$ cat src/dcp_pkg.sv
// shared constants for the down counter / dead-band block and its controller
// ----------------------------------------------------------------------------
// Behaviour
// - 8-bit down counter, cascadable in bytes
// - enable low holds; at terminal count, reload once
// - reload period the cycle after zero
// - disabled period write also loads count
// - count read returns zero; while disabled it also copies count to compare
// - software reads count byte then compare byte
// - decrement on source rising edge while enabled
// - compare output on falling edge, less/less-equal
// - interrupt on terminal count or compare rise
// - count enable synchronous; external enable synchronised
// - disabled: clock stops, outputs low, count kept
// - dead-band: lead/lag outputs never both high
// - edge drops one output, dead time, other rises
// - dead-band counter not cascadable, 256 ticks
// - dead count reloads on each input edge
// - dead-band input wired from previous primary output; here driven by the controller CTL_WAVE bit
// - kill holds both outputs low, synchronised
// - dead-band interrupt on lead_output rising edge
// - dead time is tick times one plus period
// - enable modulator before dead-band block
// - restart: kill, disable, write period, release, enable
// ----------------------------------------------------------------------------
package dcp_pkg;

    // ------------------------------------------------------------------------
    // block register port
    // ------------------------------------------------------------------------
    localparam logic [2:0] REG_COUNT   = 3'h0;
    localparam logic [2:0] REG_PERIOD  = 3'h1;
    localparam logic [2:0] REG_COMPARE = 3'h2;
    localparam logic [2:0] REG_CONTROL = 3'h3;
    localparam logic [2:0] REG_FUNC    = 3'h4;

    localparam int CTRL_ENABLE_BIT = 0;
    localparam int FUNC_IRQ_SEL    = 0;
    localparam int FUNC_LESS_EQ    = 1;
    localparam int FUNC_DEADBAND   = 2;
    localparam int FUNC_EXT_ENABLE = 3;
    localparam int FUNC_EXT_KILL   = 4;

    localparam logic [7:0] COUNT_RST   = 8'h00;
    localparam logic [7:0] PERIOD_RST  = 8'h00;
    localparam logic [7:0] COMPARE_RST = 8'h00;
    localparam logic [4:0] FUNC_RST    = 5'h00;

    // ------------------------------------------------------------------------
    // controller apb map
    // ------------------------------------------------------------------------
    localparam logic [7:0] APB_CTRL = 8'h00;
    localparam logic [7:0] APB_DIV  = 8'h04;
    localparam logic [7:0] APB_CMD  = 8'h08;
    localparam logic [7:0] APB_STAT = 8'h0c;

    localparam int CTL_SRC_RUN  = 0;
    localparam int CTL_CNT_EN   = 1;
    localparam int CTL_KILL     = 2;
    localparam int CTL_WAVE     = 3;
    localparam int CTL_CHAIN_IN = 4;
    localparam logic [4:0] CTL_RST = 5'h10;
    localparam logic [7:0] DIV_RST = 8'h00;

    localparam int CMD_DATA_LSB = 0;
    localparam int CMD_ADDR_LSB = 8;
    localparam int CMD_WRITE    = 11;

    localparam int STAT_RDATA_LSB = 0;
    localparam int STAT_LEAD      = 8;
    localparam int STAT_LAG       = 9;
    localparam int STAT_CMP       = 10;
    localparam int STAT_TC        = 11;
    localparam int STAT_IRQ       = 12;
    localparam int STAT_CHAIN_OUT = 13;
    localparam int STAT_IRQ_SEEN  = 14;

    // ------------------------------------------------------------------------
    // timing
    // ------------------------------------------------------------------------
    localparam int SYNC_STAGES = 3;

    typedef enum logic [1:0] {
        DCP_LAG_ON    = 2'b00,
        DCP_DEAD_RISE = 2'b01,
        DCP_LEAD_ON   = 2'b11,
        DCP_DEAD_FALL = 2'b10
    } dcp_db_state_t;

endpackage

$ cat src/dcp_if.sv
// link between the counter block and its controller
interface dcp_if;
    logic       src_clk;
    logic       cnt_en;
    logic       kill;
    logic       wave_in;
    logic       chain_in;
    logic [2:0] reg_addr;
    logic       reg_wr;
    logic       reg_rd;
    logic [7:0] reg_wdata;
    logic [7:0] reg_rdata;
    logic       lead_output;
    logic       lag_output;
    logic       cmp_out;
    logic       tc_out;
    logic       chain_out;
    logic       irq;

    modport block (
        input  src_clk, cnt_en, kill, wave_in, chain_in,
        input  reg_addr, reg_wr, reg_rd, reg_wdata,
        output reg_rdata, lead_output, lag_output, cmp_out, tc_out,
        output chain_out, irq
    );
    modport ctrl (
        output src_clk, cnt_en, kill, wave_in, chain_in,
        output reg_addr, reg_wr, reg_rd, reg_wdata,
        input  reg_rdata, lead_output, lag_output, cmp_out, tc_out,
        input  chain_out, irq
    );
endinterface

$ cat src/dcp_block.sv
// down counter / pulse-width modulator and dead-band generator block
//
// The implementer's own choices: the register offsets and the APB register port.
module dcp_block (
    input  wire logic pclk,
    input  wire logic presetn,
    input  wire logic ext_enable,
    input  wire logic ext_kill,
    dcp_if.block      bus
);

    // ------------------------------------------------------------------------
    // registers
    // ------------------------------------------------------------------------
    logic [7:0]              count;
    logic [7:0]              period;
    logic [7:0]              compare;
    logic                    enabled;
    logic [4:0]              func;
    logic [7:0]              rdata;
    logic                    src_q;
    logic                    en_prev;
    logic                    cmp_q;
    logic                    lead_q;
    logic                    lag_q;
    logic                    irq_src_q;
    logic                    irq_q;
    logic [2:0]              en_sync;
    logic [2:0]              kill_sync;
    logic                    en_ext_f;
    logic                    kill_ext_f;
    dcp_pkg::dcp_db_state_t  db_state;
    dcp_pkg::dcp_db_state_t  next_db_state;
    logic                    wave_q;

    // ------------------------------------------------------------------------
    // decode
    // ------------------------------------------------------------------------
    wire db_mode   = func[dcp_pkg::FUNC_DEADBAND];
    wire le_mode   = func[dcp_pkg::FUNC_LESS_EQ];
    wire irq_sel   = func[dcp_pkg::FUNC_IRQ_SEL];
    wire src_rise  = enabled & bus.src_clk & ~src_q;
    wire src_fall  = enabled & ~bus.src_clk & src_q;
    wire cnt_en    = func[dcp_pkg::FUNC_EXT_ENABLE] ? en_ext_f : bus.cnt_en;
    wire kill      = func[dcp_pkg::FUNC_EXT_KILL] ? kill_ext_f : bus.kill;
    wire at_zero   = (count == 8'h00);
    wire tc        = at_zero & bus.chain_in;
    wire wr_count  = bus.reg_wr & (bus.reg_addr == dcp_pkg::REG_COUNT);
    wire wr_period = bus.reg_wr & (bus.reg_addr == dcp_pkg::REG_PERIOD);
    wire wr_cmp    = bus.reg_wr & (bus.reg_addr == dcp_pkg::REG_COMPARE);
    wire wr_ctrl   = bus.reg_wr & (bus.reg_addr == dcp_pkg::REG_CONTROL);
    wire wr_func   = bus.reg_wr & (bus.reg_addr == dcp_pkg::REG_FUNC);
    wire rd_count  = bus.reg_rd & (bus.reg_addr == dcp_pkg::REG_COUNT);
    wire snap      = rd_count & ~enabled;
    wire cmp_now   = le_mode ? (count <= compare) : (count < compare);
    wire wave_rise = bus.wave_in & ~wave_q;
    wire wave_fall = ~bus.wave_in & wave_q;
    wire wave_edge = enabled & db_mode & (wave_rise | wave_fall);

    // counter step on a source rising edge
    wire cnt_go    = src_rise & ~db_mode & bus.chain_in &
                     (cnt_en | (tc & en_prev));
    wire db_run    = (db_state == dcp_pkg::DCP_DEAD_RISE) |
                     (db_state == dcp_pkg::DCP_DEAD_FALL);
    wire db_go     = src_rise & db_mode & db_run & ~wave_edge;
    wire db_done   = db_go & at_zero;

    wire irq_src   = db_mode ? lead_q : (irq_sel ? cmp_q : tc);
    wire irq_rise  = enabled & irq_src & ~irq_src_q;

    // ------------------------------------------------------------------------
    // pin synchronisers
    // ------------------------------------------------------------------------
    always_ff @(posedge pclk or negedge presetn) begin
        if (!presetn) begin
            en_sync    <= 3'h0;
            kill_sync  <= 3'h0;
            en_ext_f   <= 1'b0;
            kill_ext_f <= 1'b0;
        end else begin
            en_sync   <= {en_sync[1:0], ext_enable};
            kill_sync <= {kill_sync[1:0], ext_kill};
            if (en_sync[1] == en_sync[2]) begin
                en_ext_f <= en_sync[2];
            end
            if (kill_sync[1] == kill_sync[2]) begin
                kill_ext_f <= kill_sync[2];
            end
        end
    end

    // ------------------------------------------------------------------------
    // register port and counter
    // ------------------------------------------------------------------------
    always_ff @(posedge pclk or negedge presetn) begin
        if (!presetn) begin
            count   <= dcp_pkg::COUNT_RST;
            period  <= dcp_pkg::PERIOD_RST;
            compare <= dcp_pkg::COMPARE_RST;
            enabled <= 1'b0;
            func    <= dcp_pkg::FUNC_RST;
            rdata   <= 8'h00;
            src_q   <= 1'b0;
            en_prev <= 1'b0;
        end else begin
            src_q <= bus.src_clk;
            if (src_rise) begin
                en_prev <= cnt_en;
            end
            if (wr_period) begin
                period <= bus.reg_wdata;
            end
            if (wr_ctrl) begin
                enabled <= bus.reg_wdata[dcp_pkg::CTRL_ENABLE_BIT];
            end
            if (wr_func) begin
                func <= bus.reg_wdata[4:0];
            end
            if (snap) begin
                compare <= count;
            end else if (wr_cmp) begin
                compare <= bus.reg_wdata;
            end
            if (bus.reg_rd) begin
                unique case (bus.reg_addr)
                    dcp_pkg::REG_PERIOD:  rdata <= period;
                    dcp_pkg::REG_COMPARE: rdata <= compare;
                    dcp_pkg::REG_CONTROL: rdata <= {7'h00, enabled};
                    dcp_pkg::REG_FUNC:    rdata <= {3'h0, func};
                    default:              rdata <= 8'h00;
                endcase
            end
            if (wr_period && !enabled) begin
                count <= bus.reg_wdata;
            end else if (wr_count && !enabled) begin
                count <= bus.reg_wdata;
            end else if (wave_edge) begin
                count <= period;
            end else if (cnt_go) begin
                count <= tc ? period : count - 8'h01;
            end else if (db_go && !at_zero) begin
                count <= count - 8'h01;
            end
        end
    end

    // ------------------------------------------------------------------------
    // dead-band sequencer
    // ------------------------------------------------------------------------
    always_comb begin
        next_db_state = db_state;
        if (wave_edge) begin
            next_db_state = wave_rise ? dcp_pkg::DCP_DEAD_RISE
                                      : dcp_pkg::DCP_DEAD_FALL;
        end else if (db_done) begin
            next_db_state = (db_state == dcp_pkg::DCP_DEAD_RISE)
                          ? dcp_pkg::DCP_LEAD_ON : dcp_pkg::DCP_LAG_ON;
        end
    end

    always_ff @(posedge pclk or negedge presetn) begin
        if (!presetn) begin
            db_state <= dcp_pkg::DCP_DEAD_FALL;
            wave_q   <= 1'b0;
        end else begin
            wave_q   <= bus.wave_in;
            db_state <= next_db_state;
        end
    end

    // ------------------------------------------------------------------------
    // outputs
    // ------------------------------------------------------------------------
    always_ff @(posedge pclk or negedge presetn) begin
        if (!presetn) begin
            cmp_q     <= 1'b0;
            lead_q    <= 1'b0;
            lag_q     <= 1'b0;
            irq_src_q <= 1'b0;
            irq_q     <= 1'b0;
        end else begin
            if (!enabled || db_mode) begin
                cmp_q <= 1'b0;
            end else if (src_fall) begin
                cmp_q <= cmp_now;
            end
            // lead and lag come from one state, so they never overlap
            lead_q <= enabled & db_mode & ~kill &
                      (next_db_state == dcp_pkg::DCP_LEAD_ON);
            lag_q  <= enabled & db_mode & ~kill &
                      (next_db_state == dcp_pkg::DCP_LAG_ON);
            irq_src_q <= irq_src;
            irq_q     <= irq_rise;
        end
    end

    assign bus.reg_rdata   = rdata;
    assign bus.cmp_out     = cmp_q;
    assign bus.tc_out      = enabled & ~db_mode & tc;
    assign bus.chain_out   = bus.tc_out;
    assign bus.lead_output = lead_q;
    assign bus.lag_output  = lag_q;
    assign bus.irq         = irq_q;

endmodule

$ cat src/flat_wrapper.sv
// flat-port wrapper written by rule: the top's interface ports become plain ports
module dcp_block_flat 
  (pclk, presetn, ext_enable, ext_kill, bus_src_clk, bus_cnt_en, bus_kill, bus_wave_in, bus_chain_in, bus_reg_addr, bus_reg_wr, bus_reg_rd, bus_reg_wdata, bus_reg_rdata, bus_lead_output, bus_lag_output, bus_cmp_out, bus_tc_out, bus_chain_out, bus_irq);
  dcp_if bus_i ();
  input  wire logic pclk;
  input  wire logic presetn;
  input  wire logic ext_enable;
  input  wire logic ext_kill;
  input wire logic [$bits(bus_i.src_clk)-1:0] bus_src_clk;
  input wire logic [$bits(bus_i.cnt_en)-1:0] bus_cnt_en;
  input wire logic [$bits(bus_i.kill)-1:0] bus_kill;
  input wire logic [$bits(bus_i.wave_in)-1:0] bus_wave_in;
  input wire logic [$bits(bus_i.chain_in)-1:0] bus_chain_in;
  input wire logic [$bits(bus_i.reg_addr)-1:0] bus_reg_addr;
  input wire logic [$bits(bus_i.reg_wr)-1:0] bus_reg_wr;
  input wire logic [$bits(bus_i.reg_rd)-1:0] bus_reg_rd;
  input wire logic [$bits(bus_i.reg_wdata)-1:0] bus_reg_wdata;
  output wire logic [$bits(bus_i.reg_rdata)-1:0] bus_reg_rdata;
  output wire logic [$bits(bus_i.lead_output)-1:0] bus_lead_output;
  output wire logic [$bits(bus_i.lag_output)-1:0] bus_lag_output;
  output wire logic [$bits(bus_i.cmp_out)-1:0] bus_cmp_out;
  output wire logic [$bits(bus_i.tc_out)-1:0] bus_tc_out;
  output wire logic [$bits(bus_i.chain_out)-1:0] bus_chain_out;
  output wire logic [$bits(bus_i.irq)-1:0] bus_irq;
  assign bus_i.src_clk = bus_src_clk;
  assign bus_i.cnt_en = bus_cnt_en;
  assign bus_i.kill = bus_kill;
  assign bus_i.wave_in = bus_wave_in;
  assign bus_i.chain_in = bus_chain_in;
  assign bus_i.reg_addr = bus_reg_addr;
  assign bus_i.reg_wr = bus_reg_wr;
  assign bus_i.reg_rd = bus_reg_rd;
  assign bus_i.reg_wdata = bus_reg_wdata;
  assign bus_reg_rdata = bus_i.reg_rdata;
  assign bus_lead_output = bus_i.lead_output;
  assign bus_lag_output = bus_i.lag_output;
  assign bus_cmp_out = bus_i.cmp_out;
  assign bus_tc_out = bus_i.tc_out;
  assign bus_chain_out = bus_i.chain_out;
  assign bus_irq = bus_i.irq;
  dcp_block u_core (.pclk(pclk), .presetn(presetn), .ext_enable(ext_enable), .ext_kill(ext_kill), .bus(bus_i));
endmodule
$ cat config.mk
export PLATFORM = sky130hd
export DESIGN_NAME = dcp_block_flat
export DESIGN_NICKNAME = d
export VERILOG_FILES = /design/src/dcp_pkg.sv /design/src/dcp_if.sv /design/src/dcp_block.sv /design/src/flat_wrapper.sv
export SDC_FILE = /design/constraint.sdc
export NUM_CORES = 1
export LEC_CHECK = 0
export BUFFER_PORTS_ARGS = -buffer_cell sky130_fd_sc_hd__buf_2
export CAP_MARGIN = 20
export CORE_AREA = 2 2 57 112
export DETAILED_ROUTE_END_ITERATION = 6
export DIE_AREA = 0 0 59 114
export GPL_ROUTABILITY_DRIVEN = 0
export PLACE_DENSITY = 0.82
export SYNTH_ARGS = -nofsm -noshare
export SYNTH_HDL_FRONTEND = slang
export SYNTH_SLANG_ARGS = --single-unit
$ cat constraint.sdc
create_clock -name pclk -period 2.4 [get_ports pclk]
set_clock_uncertainty 0.2 [all_clocks]
set_input_delay 0.72 -clock pclk [delete_from_list [all_inputs] [get_ports pclk]]
set_output_delay 0.72 -clock pclk [all_outputs]
set_load 0.02 [all_outputs]
==> summary.txt, run 1 <==
Run status
  • Status: complete, but fails checks
  • Violated checks: setup timing

Route
  • Detail Route Antenna Nets: 0
  • Residual DRC: 0
  • Vias: 2607
  • Via density: 6.134
  • Drt total wl: 7700 µm
  • Routed WL per cell: 18.12 µm
  • Drt pass-1 iters: 5
  • Initial drt markers: 170

Clocking
  • Worst skew pair latency: 0.29 ns
  • CTS buffer count: 5
  • Clk slew on worst S/H paths: 0.07 ns
  • CTS Sinks: 56
  • Max Buffers Root-to-Sink: 2
  • CTS tree: done
  • H-tree Lvls: 2
  • Clk root buf: clkbuf_16

Logic synthesis
  • Yosys cell types: 50
  • Area leader, netlist: dfrtp_1
  • Synth Net Count: 330
  • Synth Register Bits: 56
  • Main synth FF type: dfrtp_1
  • Ys async rst share: 1.000
  • Synth warnings: 0
  • Share of the synthesized area in the top cell type: 0.4628
  • Syn Std Cell Area: 2974 µm²
  • Cells after synthesis: 297
  • Most numerous cell in the Yosys netlist: dfrtp_1
  • Avg Cell Area, Syn: 10.01 µm²
  • Top cells by area, synth: dfrtp_1 (46%), mux2_2 (5.3%), ha_1 (4.6%), mux2i_1 (3.7%), nand2_1 (3.7%)
  • Synth cell count leaders: dfrtp_1 (55), nand2_1 (29), inv_1 (25), nor2_1 (21), o21ai_0 (15)
  • Post-synth EDFFs: 0
  • Seq/Total Area, Yosys: 0.4716

Timing
  • Final Hold Viols: 0
  • FMAX: 401.6 MHz
  • Slew @ Worst Pin: 0.7809 ns
  • Slew HR: 0.4794
  • RSZ-0062 raised after global routing: yes
  • Final setup violation count: 6
  • Setup ws final: -0.08989 ns
  • Period utilization: 1.037
  • Min cycle time layout: 2.490 ns
  • Max Slew Vio Count: 0

Floorplan
  • Core box area: 5906 µm²
  • Initial Util: 0.5036
  • Die ar.: 6726 µm²
  • Die Width: 59 µm
  • Die height: 114 µm
  • Io pins: 36
  • Total number of placement rows: 40

Cells and area
  • Non-Filler Cell Area, Final: 3623 µm²
  • Layout overhead on the synthesized area: 21.83%
  • Nets: 394
  • Diode count: 0
  • Final cell utilization of the core: 0.6136
  • Layout cells sized above 1: 0.2873

Critical path
  • Required @ worst endpoint: 1.48 ns
  • CP bufs+invs: 2
  • CP Cell Sequence: inv_2 > ha_4 > nor3b_4 > nand3_2 > nor2_4 > buf_6
  • FF-to-FF Start: u_core.count[1]
  • CP endpoint kind: output port
  • CP startpoint kind: flop
  • Slowest stage cell, crit path: dfrtp_1
  • Worst Setup SP: u_core.count[1]
  • CP Data Arrival Time: 1.57 ns
  • Crit Path Class: reg -> out
  • Dominant delay contributor by cell family on the critical path: simple AND/OR/NAND/NOR gates
  • Critical path fanouts, max: 3
  • Max incr delay on CP: 0.40 ns

Run
  • Max_cap viols: 0

Global route
  • GR Util All Layers: 0.2435
  • Vias in the first global route: 2675
  • Total gr overflow: 0
  • Initial antenna violation count: 0
  • Largest net degree at the start of global routing: 57
  • First-pass GRT wire length: 12540 µm

Power and ir drop
  • Pwr Density: 921.0 nW/µm²
  • Power, Total: 3.337 mW
  • P_leak: 1.700 nW
  • Worst vdd ir: 0.0006152 V

Place
  • Post-DP Area: 3378 µm²
  • Placed wire-length estimate: 5552 µm
  • Place WS: -0.2608 ns
  • Port Buf Inserts: 35

Worst hold path
  • Worst Hold Class: reg -> reg
  • Hold Crit Start: u_core.kill_sync[0]
## per-stage QoR
step,cells,hold WS [ns],setup TNS (ns)
4_1_cts,421,0.1533,-0.07690
3_5_place_dp,410,0.1373,-2.568
3_3_place_gp,410,0.1337,-1.378
6_report,425,0.1522,-0.2993
2_1_floorplan,297,0.1312,0
5_1_grt,425,0.1629,-1.271
## repair_timing
item | in CTS | in global routing
pin swaps | 1 | 3
setup buffers | 3 | 4
hold buffers | 0 | 0
setup endpoints to repair | 5 | 17
resized for setup | 9 | 2
## sequential cells by signal, indices dropped and copies added, names as in the netlist, 2 cells and up
signal / flops
u_core.bus.reg_rdata: 8
u_core.compare: 8
u_core.count: 8
u_core.db_state: 2
u_core.en_sync: 3
u_core.func: 5
u_core.kill_sync: 3
u_core.period: 8
## report_power, final
group,switching [mW],internal [mW],total (mW)
combinational,0.608,0.594,1.20
sequential,0.233,1.14,1.38
clock,0.342,0.418,0.760
## metal layers
| layer | wire [µm] | vias to the layer above | global-route usage | share of wire |
|---|---|---|---|---|
| li1 | - | 1182 | - | - |
| met1 | 2995 | 1251 | 0.3065 | 0.39 |
| met2 | 3949 | 135 | 0.3933 | 0.51 |
| met3 | 428 | 39 | 0.03628 | 0.056 |
| met4 | 326 | 0 | 0.1288 | 0.042 |
| met5 | 0 | - | 0 | 0 |
## logic make-up after synthesis
logic type / count (synthesis) / synth area share
buf+inv: 37 / 0.05763
mux: 25 / 0.09003
xor+xnor: 7 / 0.02061
simple gates: 92 / 0.1578
compound gates: 67 / 0.1494
flops: 56 / 0.4716
fa+ha+maj: 13 / 0.05301
## final timing paths
check / end / slack, ns / cells after the start
max reg2reg: u_core.count[1] / -0.03 / 9
min in group asynchronous: u_core.bus.lead_output / 0.21 / 2
min reg2reg: u_core.kill_sync[1] / 0.15 / 0
max: bus_chain_out / -0.09 / 6
min: u_core.kill_sync[1] / 0.15 / 0
max in group asynchronous: u_core.db_state[1] / 1.51 / 2
## cell usage in the layout (no fill, tap or decap), types with 2 or more instances in the layout
cell,instances
a21oi_1,11
maj3_1,2
nand3_1,6
xnor2_1,6
mux2i_1,11
inv_2,2
o221ai_1,7
nor3_1,5
buf_2,33
and3_1,2
o21a_1,4
a22oi_1,8
and2_1,2
buf_6,2
a211oi_1,2
nand2_1,29
nor2_1,20
buf_4,33
o21ai_0,15
clkbuf_16,5
nor4_1,3
nand3b_1,3
nor2b_1,8
dfrtp_1,55
ha_1,10
a31oi_1,3
mux2_2,14
nor4b_1,2
inv_1,23
o22ai_1,8
## cell type report
type	instances	area (µm²)
fillers	463	2282
multi-input cells	204	1440
flip-flops and latches	56	1403
repair buffers	69	455.4
clock buffers	6	138.9
inverters	25	93.84
well taps	63	78.83
clock inverters	2	13.76
Note: power is estimated with default switching activity, not from simulation.
==> run 2, diff against run 1 <==
PLACE_DENSITY = 0.74   (was 0.82)
==> run 2 against run 1 <==
  * Critical path depth unchanged
  * Sequential share of layout area down 0.49 points
  * Sequential power about the same
  * Critical endpoint unchanged
  * Non-clock buffer count down 1
  * Register-to-register slack better by 0.11 ns
  * First-iteration DRC count down 29%
  * Wire length down 1.6%
  * Core utilization up 0.78 points
  * Fmax up 0.77%
  * Clock-buffer cell count down 1
  * The flow still finishes with violations (setup timing)
  * Die area unchanged
  * Worst setup slack better by 0.019 ns
==> summary.txt, run 2 (synthesis results as in run 1) <==
Run status
  • Violated checks: setup timing
  • Status: complete, but fails checks

Power and ir drop
  • P_leak: 1.702 nW
  • Power, Total: 3.400 mW
  • Worst vdd ir: 0.0005204 V
  • Pwr Density: 926.6 nW/µm²

Timing
  • Slew HR: 0.6081
  • Max Slew Vio Count: 0
  • Min cycle time layout: 2.471 ns
  • Final Hold Viols: 0
  • Final setup violation count: 2
  • Period utilization: 1.030
  • Slew @ Worst Pin: 0.5845 ns
  • Setup ws final: -0.07088 ns
  • RSZ-0062 raised after global routing: yes
  • FMAX: 404.7 MHz

Clocking
  • CTS buffer count: 5
  • Clk root buf: clkbuf_16
  • Max Buffers Root-to-Sink: 2
  • Worst skew pair latency: 0.29 ns
  • Clk slew on worst S/H paths: 0.07 ns
  • CTS Sinks: 56
  • CTS tree: done
  • H-tree Lvls: 2

Critical path
  • CP endpoint kind: output port
  • Required @ worst endpoint: 1.48 ns
  • CP startpoint kind: flop
  • CP Data Arrival Time: 1.55 ns
  • CP bufs+invs: 2
  • CP Cell Sequence: inv_2 > ha_4 > nor3b_4 > nand3_2 > nor2_4 > buf_6
  • Slowest stage cell, crit path: dfrtp_1
  • Max incr delay on CP: 0.40 ns
  • Crit Path Class: reg -> out
  • Dominant delay contributor by cell family on the critical path: simple AND/OR/NAND/NOR gates
  • Critical path fanouts, max: 2

Global route
  • Largest net degree at the start of global routing: 33
  • First-pass GRT wire length: 11920 µm
  • Initial antenna violation count: 0
  • Total gr overflow: 0
  • Vias in the first global route: 2544
  • GR Util All Layers: 0.2353

Route
  • Vias: 2482
  • Detail Route Antenna Nets: 0
  • Initial drt markers: 120
  • Drt pass-1 iters: 4
  • Residual DRC: 0
  • Routed WL per cell: 17.87 µm
  • Drt total wl: 7578 µm
  • Via density: 5.854

Floorplan
  • Core box area: 5906 µm²
  • Die ar.: 6726 µm²
  • Die height: 114 µm
  • Total number of placement rows: 40
  • Die Width: 59 µm
  • Io pins: 36
  • Initial Util: 0.5036

Cells and area
  • Filler cells: 510
  • Final cell utilization of the core: 0.6214
  • Layout overhead on the synthesized area: 23.39%
  • Layout cells sized above 1: 0.2992
  • Diode count: 0
  • Commonest non-fill, non-tap cell in the layout: dfrtp_1
  • Non-Filler Cell Area, Final: 3670 µm²
  • Nets: 393
  • Commonest non-fill, non-tap cells in the layout: dfrtp_1 (55), buf_2 (33), buf_4 (32), nand2_1 (29), inv_1 (23)

Place
  • Place WS: -0.2418 ns
  • Post-DP Area: 3378 µm²
  • Placed wire-length estimate: 5707 µm
  • Port Buf Inserts: 35

Run
  • Max_cap viols: 0

Worst hold path
  • Worst Hold Class: reg -> reg
[run 2: changes by cell type in the layout (fill, tap and decap cells not counted), sizes merged]
cell	before	now
clkinvlp	0	1
clkbuf	6	5
buf	69	68
bufinv	0	1
inv	26	25
[run 2: worst paths after layout]
path | startpoint | to | slack, ns | depth (start not counted)
worst max-delay path | u_core.count[1] | bus_chain_out | -0.07 | 6
worst min-delay path | u_core.kill_sync[0] | u_core.kill_sync[1] | 0.15 | 0
worst max register to register | u_core.count[1] | u_core.count[0] | 0.08 | 10
worst min register to register | u_core.kill_sync[0] | u_core.kill_sync[1] | 0.15 | 0
max in group asynchronous | presetn | u_core.db_state[1] | 1.44 | 2
min in group asynchronous | presetn | u_core.bus.irq | 0.21 | 2
[run 2: cell type report]
cell class | count | area (µm²) | share of cell area
Timing Repair Buffer | 68 | 447.9 | 0.1221
Sequential cell | 56 | 1403 | 0.3822
Multi-Input combinational cell | 204 | 1479 | 0.4030
Tap cell | 63 | 78.83 | 0.02148
Inverter | 25 | 93.84 | 0.02557
Clock inverter | 3 | 42.54 | 0.01159
Clock buffer | 5 | 125.1 | 0.03409
[run 2: what timing repair did]
item / 4_1_cts / 5_1_grt
pin swaps: 3 / 2
gates resized for setup: 10 / 9
hold buffers: 0 / 0
buffers inserted: 3 / 3
endpoints found under the hold margin: 0 / 0
endpoints found under the setup margin: 5 / 13
cloned: 0 / 0
[run 2: per-layer routing]
layer / global-route usage / vias up / part of all wire
met5: 0 / - / 0
met4: 0.09848 / 0 / 0.027
met3: 0.02948 / 18 / 0.048
met2: 0.4111 / 75 / 0.53
met1: 0.2817 / 1219 / 0.39
li1: - / 1170 / -
[run 2: power by group]
group,total [mW],switching [mW],internal (mW)
clock,0.820,0.329,0.490
combinational,1.21,0.610,0.602
sequential,1.37,0.226,1.14
[run 2: per-stage QoR]
step	std cells	TNS, ns	hold slack, ns
floorplan	297	0	0.1312
global placement	410	-1.395	0.1340
detailed placement	410	-3.186	0.1397
CTS	421	-0.1555	0.1559
global route	424	-0.2444	0.1582
finish	424	-0.1417	0.1528
